[src/hdl/lpbk_regs_pkg.sv]
// constants shared by the loopback and link event register bank
package lpbk_regs_pkg;

    localparam int ADDR_W = 5;
    localparam int DATA_W = 16;

    // register offsets
    localparam logic [4:0] TEST_CTL_ADDR = 5'h16;
    localparam logic [4:0] STATUS_ADDR   = 5'h18;

    // loopback_test_control fields
    localparam int PRBS_LOSS_BIT = 10;
    localparam int CORE_PWR_BIT  = 8;
    localparam int TX_MII_BIT    = 6;
    localparam int LPBK_LSB      = 2;
    localparam int LPBK_MSB      = 5;
    localparam int PCS_LPBK_BIT  = 1;
    localparam int CTL_W         = 7;
    localparam logic [15:0] TEST_CTL_RESET = 16'h0100;

    // loopback select codes
    localparam logic [3:0] LPBK_DIGITAL  = 4'h1;
    localparam logic [3:0] LPBK_ANALOG   = 4'h2;
    localparam logic [3:0] LPBK_REVERSE  = 4'h4;
    localparam logic [3:0] LPBK_EXTERNAL = 4'h8;

    // link_event_interrupt_status fields
    localparam int NO_LINK_BIT     = 14;
    localparam int POR_DONE_BIT    = 12;
    localparam int NO_FRAME_BIT    = 11;
    localparam int NO_LINK_EN_BIT  = 6;
    localparam int POR_EN_BIT      = 4;
    localparam int NO_FRAME_EN_BIT = 3;
    localparam logic [7:0] EN_RESET = 8'h25;

    // timer tick for the link and frame windows
    localparam int CLOCK_PERIOD_NS = 100;
    localparam int TICK_NS         = 1000;
    localparam int TICK_CYCLES     = TICK_NS / CLOCK_PERIOD_NS;
    localparam logic [3:0] TICK_LAST = 4'(TICK_CYCLES - 1);

    typedef enum logic [1:0] {
        LT_IDLE    = 2'b00,
        LT_WAIT    = 2'b01,
        LT_EXPIRED = 2'b11
    } link_timer_state_type;

endpackage

[src/hdl/link_event_regs.sv]
// loopback control and link event interrupt register bank
// How it works
// - a loss of prbs lock sets a sticky flag at bit 10 that stays set until the register at 16h is read.
// - bit 8 reads one in normal core power, zero in power down or sleep.
// - in mac-side loopback the line transmitter is off unless bit 6 is one.
// - bits 5-2 pick digital, analog, reverse or external loopback one-hot.
// - bit 1 loops data back in the coding sublayer after symbol mapping.
// - bit 14 sets when no link forms within the programmed training time.
// - bit 12 sets when power-on reset completes.
// - bit 11 sets when no frame is seen within the configured window.
// - enable bits 6, 4 and 3 gate the three events and reset to zero.
// - the test-control register at 16h resets to 0100h.
//
// The plain strobed port was decided locally.
`timescale 1ns/1ps
`default_nettype none
module link_event_regs (
    input  wire logic        clock_in,
    input  wire logic        rstn_in,
    input  wire logic [4:0]  addr_in,
    input  wire logic [15:0] wdata_in,
    input  wire logic        write_in,
    input  wire logic        read_in,
    output logic      [15:0] rdata_out,
    input  wire logic        core_pwr_normal_in,
    input  wire logic        prbs_lock_lost_in,
    input  wire logic        training_start_in,
    input  wire logic        link_up_in,
    input  wire logic [15:0] link_timeout_in,
    input  wire logic        por_done_in,
    input  wire logic        frame_seen_in,
    input  wire logic [15:0] frame_window_in,
    input  wire logic        mii_loopback_in,
    output logic             mdi_tx_enable_out,
    output logic             lpbk_digital_out,
    output logic             lpbk_analog_out,
    output logic             lpbk_reverse_out,
    output logic             lpbk_external_out,
    output logic             pcs_lpbk_out,
    output logic             irq_out
);

    logic [6:0]  ctl_reg;
    logic        prbs_loss_reg;
    logic        core_pwr;
    logic [7:0]  en_reg;
    logic [2:0]  status_reg;
    logic [2:0]  event_hit;
    logic [2:0]  status_clr;
    logic [15:0] rdata_reg;
    logic [15:0] rdata_next;
    logic [3:0]  tick_cnt_reg;
    logic        tick;
    logic [15:0] lt_count_reg;
    logic [15:0] fw_count_reg;
    logic        link_expire;
    logic        frame_expire;
    logic        mdi_tx_reg;
    logic [3:0]  lpbk_reg;
    logic        pcs_reg;
    logic        wr_ctl;
    logic        wr_status;
    logic        rd_ctl;
    logic        rd_status;
    logic [3:0]  lpbk_sel;
    logic [2:0]  en_bits;
    lpbk_regs_pkg::link_timer_state_type lt_state_reg;

    assign wr_ctl    = write_in && (addr_in == lpbk_regs_pkg::TEST_CTL_ADDR);
    assign wr_status = write_in && (addr_in == lpbk_regs_pkg::STATUS_ADDR);
    assign rd_ctl    = read_in && (addr_in == lpbk_regs_pkg::TEST_CTL_ADDR);
    assign rd_status = read_in && (addr_in == lpbk_regs_pkg::STATUS_ADDR);
    assign lpbk_sel  = ctl_reg[lpbk_regs_pkg::LPBK_MSB:lpbk_regs_pkg::LPBK_LSB];

    // power state comes from the always-on domain, so it is resynchronised
    sync_2ff #(
        .WIDTH     (1),
        .RESET_VAL (1'b1)
    ) u_pwr_sync (
        .clock_in (clock_in),
        .rstn_in  (rstn_in),
        .async_in (core_pwr_normal_in),
        .sync_out (core_pwr)
    );

    // writable control bits; bit 7 and above are read-only
    always_ff @(posedge clock_in)
    begin
        if (!rstn_in)
            ctl_reg <= lpbk_regs_pkg::TEST_CTL_RESET[6:0];
        else if (wr_ctl)
            ctl_reg <= wdata_in[6:0];
    end

    // sticky lock-loss flag, cleared by reading; a new loss wins
    always_ff @(posedge clock_in)
    begin
        if (!rstn_in)
            prbs_loss_reg <= 1'b0;
        else if (prbs_lock_lost_in)
            prbs_loss_reg <= 1'b1;
        else if (rd_ctl)
            prbs_loss_reg <= 1'b0;
    end

    // only exact one-hot codes enable a path; mixed codes select none
    always_ff @(posedge clock_in)
    begin
        if (!rstn_in)
        begin
            lpbk_reg <= 4'h0;
            pcs_reg  <= 1'b0;
        end
        else
        begin
            lpbk_reg[0] <= (lpbk_sel == lpbk_regs_pkg::LPBK_DIGITAL);
            lpbk_reg[1] <= (lpbk_sel == lpbk_regs_pkg::LPBK_ANALOG);
            lpbk_reg[2] <= (lpbk_sel == lpbk_regs_pkg::LPBK_REVERSE);
            lpbk_reg[3] <= (lpbk_sel == lpbk_regs_pkg::LPBK_EXTERNAL);
            pcs_reg     <= ctl_reg[lpbk_regs_pkg::PCS_LPBK_BIT];
        end
    end

    always_ff @(posedge clock_in)
    begin
        if (!rstn_in)
            mdi_tx_reg <= 1'b1;
        else
            mdi_tx_reg <= !mii_loopback_in
                          || ctl_reg[lpbk_regs_pkg::TX_MII_BIT];
    end

    // shared microsecond tick for both windows
    always_ff @(posedge clock_in)
    begin
        if (!rstn_in)
            tick_cnt_reg <= 4'h0;
        else if (tick)
            tick_cnt_reg <= 4'h0;
        else
            tick_cnt_reg <= tick_cnt_reg + 4'h1;
    end
    assign tick = (tick_cnt_reg == lpbk_regs_pkg::TICK_LAST);

    // link training timer
    assign link_expire = (lt_state_reg == lpbk_regs_pkg::LT_WAIT)
                         && !link_up_in && !training_start_in
                         && (lt_count_reg == link_timeout_in);

    always_ff @(posedge clock_in)
    begin
        if (!rstn_in)
        begin
            lt_state_reg <= lpbk_regs_pkg::LT_IDLE;
            lt_count_reg <= 16'h0000;
        end
        else if (training_start_in)
        begin
            lt_state_reg <= lpbk_regs_pkg::LT_WAIT;
            lt_count_reg <= 16'h0000;
        end
        else
        begin
            case (lt_state_reg)
                lpbk_regs_pkg::LT_WAIT:
                begin
                    if (link_up_in)
                        lt_state_reg <= lpbk_regs_pkg::LT_IDLE;
                    else if (link_expire)
                        lt_state_reg <= lpbk_regs_pkg::LT_EXPIRED;
                    else if (tick)
                        lt_count_reg <= lt_count_reg + 16'h0001;
                end
                lpbk_regs_pkg::LT_EXPIRED:
                begin
                    if (link_up_in)
                        lt_state_reg <= lpbk_regs_pkg::LT_IDLE;
                end
                default:
                    lt_state_reg <= lpbk_regs_pkg::LT_IDLE;
            endcase
        end
    end

    // frame watchdog; a zero window turns it off
    assign frame_expire = (frame_window_in != 16'h0000) && !frame_seen_in
                          && (fw_count_reg == frame_window_in);

    always_ff @(posedge clock_in)
    begin
        if (!rstn_in)
            fw_count_reg <= 16'h0000;
        else if (frame_seen_in || frame_expire)
            fw_count_reg <= 16'h0000;
        else if (tick && (frame_window_in != 16'h0000))
            fw_count_reg <= fw_count_reg + 16'h0001;
    end

    // event flags: 2 no link, 1 por done, 0 no frame
    assign event_hit = {link_expire, por_done_in, frame_expire};
    assign en_bits   = {en_reg[lpbk_regs_pkg::NO_LINK_EN_BIT],
                        en_reg[lpbk_regs_pkg::POR_EN_BIT],
                        en_reg[lpbk_regs_pkg::NO_FRAME_EN_BIT]};

    genvar i;
    generate
        for (i = 0; i < 3; i++)
        begin : g_flag
            // read clears all, a one at 11, 12 or 14 clears one; event wins
            assign status_clr[i] = rd_status || (wr_status
                && wdata_in[lpbk_regs_pkg::NO_FRAME_BIT + i + i / 2]);
            always_ff @(posedge clock_in)
            begin
                if (!rstn_in)
                    status_reg[i] <= 1'b0;
                else if (event_hit[i])
                    status_reg[i] <= 1'b1;
                else if (status_clr[i])
                    status_reg[i] <= 1'b0;
            end
        end
    endgenerate

    always_ff @(posedge clock_in)
    begin
        if (!rstn_in)
            en_reg <= lpbk_regs_pkg::EN_RESET;
        else if (wr_status)
            en_reg <= wdata_in[7:0];
    end

    assign irq_out = |(status_reg & en_bits);

    // read data stand for one cycle only, zero otherwise
    always_comb
    begin
        rdata_next = 16'h0000;
        if (rd_ctl)
        begin
            rdata_next[6:0] = ctl_reg;
            rdata_next[lpbk_regs_pkg::CORE_PWR_BIT]  = core_pwr;
            rdata_next[lpbk_regs_pkg::PRBS_LOSS_BIT] = prbs_loss_reg;
        end
        else if (rd_status)
        begin
            rdata_next[7:0] = en_reg;
            rdata_next[lpbk_regs_pkg::NO_LINK_BIT]  = status_reg[2];
            rdata_next[lpbk_regs_pkg::POR_DONE_BIT] = status_reg[1];
            rdata_next[lpbk_regs_pkg::NO_FRAME_BIT] = status_reg[0];
        end
    end

    always_ff @(posedge clock_in)
    begin
        if (!rstn_in)
            rdata_reg <= 16'h0000;
        else
            rdata_reg <= rdata_next;
    end

    assign rdata_out         = rdata_reg;
    assign mdi_tx_enable_out = mdi_tx_reg;
    assign lpbk_digital_out  = lpbk_reg[0];
    assign lpbk_analog_out   = lpbk_reg[1];
    assign lpbk_reverse_out  = lpbk_reg[2];
    assign lpbk_external_out = lpbk_reg[3];
    assign pcs_lpbk_out      = pcs_reg;
endmodule // link_event_regs
`default_nettype wire

[src/hdl/sync_2ff.sv]
// two flip-flop synchroniser, one stage pair per bit
`timescale 1ns/1ps
`default_nettype none
module sync_2ff #(
    parameter int         WIDTH     = 1,
    parameter logic [0:0] RESET_VAL = 1'b0
) (
    input  wire logic             clock_in,
    input  wire logic             rstn_in,
    input  wire logic [WIDTH-1:0] async_in,
    output logic      [WIDTH-1:0] sync_out
);

    genvar i;
    generate
        for (i = 0; i < WIDTH; i++)
        begin : g_bit
            logic meta_reg;
            logic sync_reg;
            always_ff @(posedge clock_in)
            begin
                if (!rstn_in)
                begin
                    meta_reg <= RESET_VAL;
                    sync_reg <= RESET_VAL;
                end
                else
                begin
                    meta_reg <= async_in[i];
                    sync_reg <= meta_reg;
                end
            end
            assign sync_out[i] = sync_reg;
        end
    endgenerate

endmodule // sync_2ff
`default_nettype wire

[config.mk]
export PLATFORM = sky130hd
export DESIGN_NAME = link_event_regs
export DESIGN_NICKNAME = d
export VERILOG_FILES = /design/src/hdl/lpbk_regs_pkg.sv /design/src/hdl/link_event_regs.sv /design/src/hdl/sync_2ff.sv
export SDC_FILE = /design/constraint.sdc
export NUM_CORES = 1
export LEC_CHECK = 0
export BUFFER_PORTS_ARGS = -buffer_cell sky130_fd_sc_hd__buf_2
export CORE_MARGIN = 5
export CORE_UTILIZATION = 45
export DETAILED_ROUTE_END_ITERATION = 10
export PLACE_DENSITY = 0.69
export SLEW_MARGIN = 40
export SYNTH_ARGS = -nofsm -noshare
export SYNTH_HDL_FRONTEND = slang
export SYNTH_SLANG_ARGS = --single-unit
[constraint.sdc]
create_clock -name clock_in -period 2.7 [get_ports clock_in]
set_clock_uncertainty 0.15 [all_clocks]
set_input_delay 0.27 -clock clock_in [delete_from_list [all_inputs] [get_ports clock_in]]
set_output_delay 0.27 -clock clock_in [all_outputs]
set_load 0.05 [all_outputs]
[Word-level counts from Yosys, hierarchy flattened]
Index checks and enable logic that the tools add are counted.
Word-level totals
  output and inout bits: 23
  bits of input ports: 64
  logic and storage cells: 94
  bits in registers: 81
Cells by class
  add/sub/neg operators: 3
  equality and inequality tests: 15
  bitwise logic cells: 5
  reduce and logical (&&, ||, !) cells: 36
  mux-type cells: 15
Operators by type and width (count)
  adder 16 x 1 -> 16 bit, second input constant: 2
  equality test 16 bit: 2
  nonzero test 16 bit: 1
  2-to-1 mux 7 bit: 2
  logical AND 1 bit: 13
  equality test 5 bit, second input constant: 2
  2-to-1 mux 1 bit: 9
  equality test 4 bit, second input constant: 2
  nonzero test 2 bit: 4
  2-to-1 mux 2 bit: 3
  inequality test 3 bit, second input constant: 2
  AND reduction 2 bit: 3
  OR reduction 2 bit: 3
  OR reduction 3 bit: 2
  logical OR 1 bit: 5
  adder 4 x 1 -> 4 bit, second input constant: 1
  equality test 4 x 1 -> 1 bit, second input constant: 1
  equality test 4 x 2 -> 1 bit, second input constant: 1
  equality test 4 x 3 -> 1 bit, second input constant: 1
  zero test 1 bit: 4
  inequality test 4 bit, second input constant: 1
  NOT 1 bit: 4
  case mux 2 bit (2 select lines): 1
  AND reduction 4 bit: 1
  other kinds (4): 4

[Longest topological paths before layout]
Gate-level depths: netlist of run 1.
  word-level depth: 8
  mapped depth: 9

[By module]
Synthesis of run 1 repeated with hierarchy kept, for this count alone.
Unflattened totals
  cells, all modules: 386
  area total of the unflattened synthesis: 3599.7 µm²
Modules (own cells, without submodules)
  link_event_regs: times used 1, seq. area each 1521.5 µm², cells an instance 382, area each 3547.2 µm²
  sync_2ff: times used 1, seq. area each 40.0 µm², cells an instance 4, area each 52.6 µm²

[Worst setup path before layout of run 1]
No wires, ideal clock.
  path type: register to register
  start: register lt_state_reg[1]
  end: register lt_count_reg[10]
  arrival: 1.692 ns
  data required time: 2.418 ns
  setup slack: 0.726 ns
  stages on the path, launching flop included: 8
  buffers on the path: 1
  setup time: 0.132 ns
  cell sequence: dfxtp_1 -> or3b_4 -> nor4_2 -> nand3_2 -> o2111ai_4 -> buf_6 -> or3_1 -> a21oi_1
Between the ends
  cells in the longest elaborated chain, start to end: 6
Ends and longest elaborated chain
  start: declaration: RTL line link_event_regs.sv:67  | lpbk_regs_pkg::link_timer_state_type lt_state_reg;
  start signal: assignment: RTL line link_event_regs.sv:154  | lt_state_reg <= lpbk_regs_pkg::LT_IDLE;
  start signal: assignment: RTL line link_event_regs.sv:159  | lt_state_reg <= lpbk_regs_pkg::LT_WAIT;
  start signal: assignment: RTL line link_event_regs.sv:168  | lt_state_reg <= lpbk_regs_pkg::LT_IDLE;
  equality test 2 x 1 -> 1 bit *: RTL line link_event_regs.sv:146, link_event_regs.sv:164
  logical AND 1 bit (2 in series): RTL line link_event_regs.sv:147  | && !link_up_in && !training_start_in
  logical AND 1 bit: RTL line link_event_regs.sv:148  | && (lt_count_reg == link_timeout_in);
  NOT 1 bit (no source line)
  AND reduction 4 bit (no source line) *
  end signal: assignment: RTL line link_event_regs.sv:172  | lt_count_reg <= lt_count_reg + 16'h0001;
  end: declaration: RTL line link_event_regs.sv:54  | logic [15:0] lt_count_reg;
Every way passes the cells marked *; elsewhere a longest branch is shown, timed or not.
A chain may end at the register's enable or synchronous reset.

[Worst setup path in the final report of run 1]
  start: register tick_cnt_reg[0]
  end: register lt_count_reg[13]
Between the ends
  cells in the longest elaborated chain, start to end: 2
Ends and longest elaborated chain
  start: declaration: RTL line link_event_regs.sv:52  | logic [3:0] tick_cnt_reg;
  start signal: assignment: RTL line link_event_regs.sv:141  | tick_cnt_reg <= tick_cnt_reg + 4'h1;
  equality test 4 bit: RTL line link_event_regs.sv:143  | assign tick = (tick_cnt_reg == lpbk_regs_pkg::TICK_LAST);
  AND reduction 4 bit (no source line)
Every way passes these cells.

==> results.yml, run 1 <==
timing:
  rsz0062_at_grt: "no"
  tns_ns: 0
  slew_headroom: 0.631
  setup-violations-final: 0
  post-route-min-period_ns: 2.34
  final_max_slew_viol_count: 0
  timing.hold.ws_ns: 0.0180
  final.period_utilization: 0.866
  tightest_slew_ns: 0.554
  fin_ws_ns: 0.361
  final_hold_viol_count: 0
  fmax_ghz: 0.428
finish:
  fill_cells: 743
  drive_above_1_share: 0.222
  diodes: 0
  syn2layout_area_growth_pct: 20.4
  fin_nets: 531
synthesis:
  async_reset_ff_frac: 0
  yosysTopAreaCellShare: 0.444
  ys_ff_latch: 78
  yosysWarnings: 0
  synth_area_leaders: "dfxtp_1 44%, xor2_1 9.7%, nand2_1 4.0%"
  avgSynthCellArea_um2: 9.23
  netlist_area_um2: 3520
  synth_ff_type: "dfxtp_1"
  ys_seq_area_frac: 0.444
  synth_enable_flop_cells: 0
  synth_largest_area_cell: "dfxtp_1"
  netlist-cell-type-count: 46
  netlist_top_cells_count: "78 x dfxtp_1, 39 x xor2_1, 37 x nand2_1"
  synth.most_common_cell: "dfxtp_1"
  synthCells: 381
cts:
  htree_levels: 3
  cts_root_buf: "clkbuf_8"
  clk_pin_slew_worst_paths_ns: 0.08
  tritoncts: "built"
  cts_buffers: 9
  ctsResizeCount: 0
  clkLatencyLatePin_ns: 0.34
  clockBufferDepth: 2
  cts_sinks: 78
routing:
  remaining_drc_errors: 0
  vias_per_cell: 5.14
  wire_per_inst_um: 13.6
  final_antenna_net_count: 0
  routed_wl_mm: 7.76
  first_pass_iters: 4
  vias: 2931
  drtIter0Drc: 152
job:
  drv_cap: 0
power:
  p_sw_w: 0.000528
  total_power_w: 0.00219
  cell_internal_pwr_w: 0.00166
  p_leak_nw: 1.70
  power_frac_clock: 0.401
  comb_power_share: 0.067
  pwr-share-seq: 0.533
  p_per_area_nw_per_um2: 518
  vdd_ir_drop_max_mv: 0.290
  p_sw_frac: 0.241
setup_path:
  critPathCaptureType: "flop"
  critical_path_required_ns: 2.82
  arrival_ns: 2.46
  r2r_start: "tick_cnt_reg[0]$_SDFF_PP0_"
  path_class: "reg2reg"
  reg2reg_setup_slack_ns: 0.36
  r2r_end: "lt_count_reg[13]$_SDFFE_PP0P_"
  worstPathMaxFanout: 18
  startpoint_type: "flop"
  worstRegToRegCells: 6
grt:
  grt_overflow: 0
  grt_max_degree: 35
  grt_use_total: 0.165
  antenna_found_initial: 0
  grt_pass1_vias: 2872
  grt_pass1_wl_mm: 13.2
die:
  die_area_um2: 9680
  rows: 32
  core-area_um2: 7690
  die_h_um: 98.4
  io_pins: 87
  die_w_um: 98.4
  start_util: 0.457
place:
  dp.final_hpwl_mm: 5.74
  preCtsSetupSlack_ns: 0.380
  gp_routability_congestion: 0.861
  io_buffers: 78
hold_path:
  hp-class: "in2reg"
  worstHoldStart: "wdata_in[2]"
  hold_path_end: "en_reg[2]$_SDFFE_PN1N_"
  whs_path_depth: 3
status:
  status: "finished, final reports clean"
==> layout by cell type (no fill, tap or decap), drive strengths merged, types with 6 or more instances in the layout <==
cell,instances
buf,82
dfxtp,78
xor2,39
nand2,37
nor2,25
nand3,21
a21oi,18
nor2b,12
nor4,12
xnor2,11
and2,11
o21ai,10
clkbuf,9
or3,8
mux2i,8
a22o,7
nand4,6
and3,6
==> layout make-up <==
cell class	instances	area, µm²	area share
Multi-Input combinational cell	284	1860	0.439
Inverter	3	11.3	0.00266
Timing Repair Buffer	87	470	0.111
Clock buffer	9	124	0.0293
Sequential cell	78	1560	0.369
Tap cell	102	128	0.0301
Clock inverter	7	80.1	0.0189
==> metal layers <==
metal | part of all wire | global-route usage | wire length, µm | up-vias
li1 | - | - | - | 1497
met1 | 0.44 | 0.210 | 3430 | 1343
met2 | 0.48 | 0.266 | 3740 | 79
met3 | 0.060 | 0.0479 | 467 | 12
met4 | 0.016 | 0.0578 | 123 | 0
met5 | 0 | 0 | 0 | -
==> stage by stage <==
step	cell area, µm²	utilization	instances
2_1_floorplan	3520	-	383
3_3_place_gp	3980	0.518	549
3_5_place_dp	3980	0.518	549
4_1_cts	4230	0.551	570
5_1_grt	4230	0.551	570
6_report	4230	0.551	570
==> power by group through the flow <==
stage	Sequential, W	Combinational, W	Clock (W)
2_1_floorplan	0.00120	0.0000718	0
3_3_place_gp	0.00119	0.000139	0
3_5_place_dp	0.00120	0.000142	0
4_1_cts	0.00117	0.000148	0.000901
5_1_grt	0.00117	0.000163	0.000955
6_report	0.00117	0.000147	0.000878
==> critical path: stages (launching register included) <==
cell and delay, ns:
dfxtp_1 0.39, ha_1 0.21, nand3b_1 0.25, nor2_2 0.25, o2111ai_4 0.30, or4_1 0.57, a21oi_1 0.15
==> how the worst max path moves through the flow <==
stage | slack (ns) | endpoint | startpoint | cells after the start
6_report | 0.36 | lt_count_reg[13]$_SDFFE_PP0P_ | tick_cnt_reg[0]$_SDFF_PP0_ | 6
3_3_place_gp | 0.46 | lt_count_reg[12]$_SDFFE_PP0P_ | tick_cnt_reg[0]$_SDFF_PP0_ | 6
5_1_grt | 0.16 | lt_count_reg[13]$_SDFFE_PP0P_ | tick_cnt_reg[0]$_SDFF_PP0_ | 6
2_1_floorplan | 0.73 | lt_count_reg[10]$_SDFFE_PP0P_ | lt_state_reg[1]$_SDFFE_PP0P_ | 7
4_1_cts | 0.35 | lt_count_reg[13]$_SDFFE_PP0P_ | tick_cnt_reg[0]$_SDFF_PP0_ | 6
3_5_place_dp | 0.38 | lt_count_reg[11]$_SDFFE_PP0P_ | tick_cnt_reg[0]$_SDFF_PP0_ | 6
==> what timing repair did <==
item,4_1_cts,5_1_grt
hold endpoints to repair,5,0
setup buffers,0,0
hold buffers,5,0
==> cell families (layout without fill, tap and decap cells) <==
family	Yosys count	count (layout)	share of synthesized area
AND/OR/NAND/NOR	164	164	0.257
flip-flops	78	78	0.444
AO/OA/AOI/OAI	55	55	0.107
XOR/XNOR	50	50	0.125
buffers and inverters	21	106	0.0292
multiplexers	8	8	0.0228
adder cells (fa/ha/maj)	4	4	0.0142
other	1	3	0.00107
Note: power is estimated with default switching activity, not from simulation.
==> run 2: changes to the inputs <==
SYNTH_HIERARCHICAL = 1   (was unset)
==> run 2 against run 1 <==
  * Largest cell class unchanged
  * Sequential power about the same
  * Cell area grew 1.7%
  * Critical path type unchanged
  * Die area increased by 2.1%
  * Highest routed layer unchanged
==> results.yml, run 2 <==
status:
  status: "finished, final reports clean"
setup_path:
  crit_slowest_cell: "or4_1"
  path_cells: "ha_1, nand3b_4, or3_1, o21bai_4, or4_1, a21oi_1"
  reg2reg_setup_slack_ns: 0.37
  critical_path_required_ns: 2.81
  crit_end: "lt_count_reg[13]$_SDFFE_PP0P_"
  critPathCaptureType: "flop"
  path_class: "reg2reg"
  worst_path_dominant_cell_family: "simple AND/OR/NAND/NOR gates"
  r2r_start: "tick_cnt_reg[0]$_SDFF_PP0_"
  max_stage_delay_ns: 0.55
  r2r_end: "lt_count_reg[13]$_SDFFE_PP0P_"
  crit_buf_inv: 0
  worstPathMaxFanout: 27
  arrival_ns: 2.45
  crit_path_start: "tick_cnt_reg[0]$_SDFF_PP0_"
  worstRegToRegCells: 6
  startpoint_type: "flop"
  crit_cells: 6
finish:
  design_area_um2: 4310
  layout_common_cells: "78 x dfxtp_1, 78 x buf_2, 35 x nand2_1"
  diodes: 0
  drive_above_1_share: 0.233
  regArea_um2: 1560
  syn2layout_area_growth_pct: 19.6
  fin_nets: 535
  multi_input_area_um2: 1910
  fill_cells: 734
cts:
  cts_root_buf: "clkbuf_8"
  tritoncts: "built"
  clkLatencyLatePin_ns: 0.35
  post-cts-setup-buffers: 0
  cts_sinks: 78
  clockBufferDepth: 2
  cts_buffers: 9
  htree_levels: 3
  clk_pin_slew_worst_paths_ns: 0.08
synthesis:
  yosysWarnings: 6
  netlist_top_cells_count: "78 x dfxtp_1, 35 x nand2_1, 33 x xnor2_1"
  netlist_area_um2: 3600
  synthCells: 386
  synth_largest_area_cell: "dfxtp_1"
  ys_seq_area_frac: 0.434
  netlist-cell-type-count: 48
  avgSynthCellArea_um2: 9.33
  ys_ff_latch: 78
  synth.most_common_cell: "dfxtp_1"
  synth_ff_type: "dfxtp_1"
  async_reset_ff_frac: 0
  synth_enable_flop_cells: 0
  yosysTopAreaCellShare: 0.434
  synth_area_leaders: "dfxtp_1 43%, xnor2_1 8.0%, xor2_1 4.1%"
die:
  io_pins: 87
  rows: 32
  core-area_um2: 7770
  start_util: 0.463
  die_w_um: 99.4
  die_area_um2: 9890
  die_h_um: 99.4
power:
  p_leak_nw: 1.62
  vdd_ir_drop_max_mv: 0.306
  p_per_area_nw_per_um2: 515
routing:
  final_antenna_net_count: 0
  first_pass_iters: 4
  vias_per_cell: 5.20
  routed_wl_mm: 7.76
  drtIter0Drc: 117
  wire_per_inst_um: 13.5
  vias: 2983
  remaining_drc_errors: 0
grt:
  grt_overflow: 0
  grt_use_total: 0.160
  grt_pass1_wl_mm: 13.0
  grt_pass1_vias: 2825
  antenna_found_initial: 0
  grt_max_degree: 28
timing:
  final_hold_viol_count: 0
  fmax_ghz: 0.429
  final_max_slew_viol_count: 0
  setup-violations-final: 0
  slew_headroom: 0.625
  final.period_utilization: 0.864
  post-route-min-period_ns: 2.33
  tns_ns: 0
  fin_ws_ns: 0.368
  rsz0062_at_grt: "no"
  tightest_slew_ns: 0.561
place:
  gp_routability_congestion: 0.862
  dp.final_hpwl_mm: 5.79
  io_buffers: 78
  placed_area_um2: 4040
  preCtsSetupSlack_ns: 0.393
job:
  drv_cap: 0
hold_path:
  hp-class: "in2reg"
[run 2: what timing repair did]
item	4_1_cts	5_1_grt
gates resized for setup	0	0
hold buffers	6	0
hold endpoints to repair	6	0
[run 2: metrics by stage]
| step | total power [W] | util | hold slack (ns) | std cells |
|---|---|---|---|---|
| finish | 0.00222 | 0.554 | 0.0186 | 574 |
| floorplan | 0.00128 | - | 0.193 | 388 |
| global placement | 0.00134 | 0.520 | 0.242 | 552 |
| global route | 0.00231 | 0.554 | 0.0246 | 574 |
| CTS | 0.00225 | 0.554 | 0.00414 | 574 |
| detailed placement | 0.00134 | 0.520 | 0.247 | 552 |
[run 2: routing by layer]
| layer | part of all wire | global-route usage |
|---|---|---|
| met2 | 0.47 | 0.266 |
| met4 | 0.014 | 0.0536 |
| met1 | 0.46 | 0.204 |
| met3 | 0.054 | 0.0400 |
| met5 | 0 | 0 |
[run 2: cell type report]
type,count,share of cell area
multi-input cells,283,0.443
flip-flops and latches,78,0.363
repair buffers,87,0.110
well taps,102,0.0296
clock buffers,9,0.0288
clock inverters,7,0.0186
inverters,8,0.00697
[run 2: worst min path at each step]
stage | slack [ns] | depth (start not counted) | startpoint | to
detailed placement | 0.25 | 1 | u_pwr_sync/g_bit[0].meta_reg$_SDFF_PN1_ | u_pwr_sync/sync_out$_SDFF_PN1_
finish | 0.02 | 3 | wdata_in[0] | en_reg[0]$_SDFFE_PN1N_
global placement | 0.24 | 1 | u_pwr_sync/g_bit[0].meta_reg$_SDFF_PN1_ | u_pwr_sync/sync_out$_SDFF_PN1_
CTS | 0.004 | 3 | wdata_in[0] | en_reg[0]$_SDFFE_PN1N_
global route | 0.02 | 3 | wdata_in[3] | en_reg[3]$_SDFFE_PN0N_
floorplan | 0.19 | 1 | rstn_in | u_pwr_sync/g_bit[0].meta_reg$_SDFF_PN1_
[run 2: power by group]
group / switching [W] / internal [W] / leakage (nW)
Sequential: 0.00000716 / 0.00116 / 0.631
Clock: 0.000454 / 0.000440 / 0.0973
Combinational: 0.0000823 / 0.0000725 / 0.895
[run 2: cell families after synthesis]
group / Yosys count / share of synthesized area
simple gates: 166 / 0.266
flops: 78 / 0.434
compound gates: 51 / 0.101
xor+xnor: 50 / 0.122
buf+inv: 27 / 0.0379
mux: 9 / 0.0250
fa+ha+maj: 4 / 0.0139
other cells: 1 / 0.00104
[run 2: worst reg2reg max path, cell delays in order (launching register included)]
cell,delay [ns]
dfxtp_1,0.39
ha_1,0.24
nand3b_4,0.12
or3_1,0.34
o21bai_4,0.31
or4_1,0.55
a21oi_1,0.16
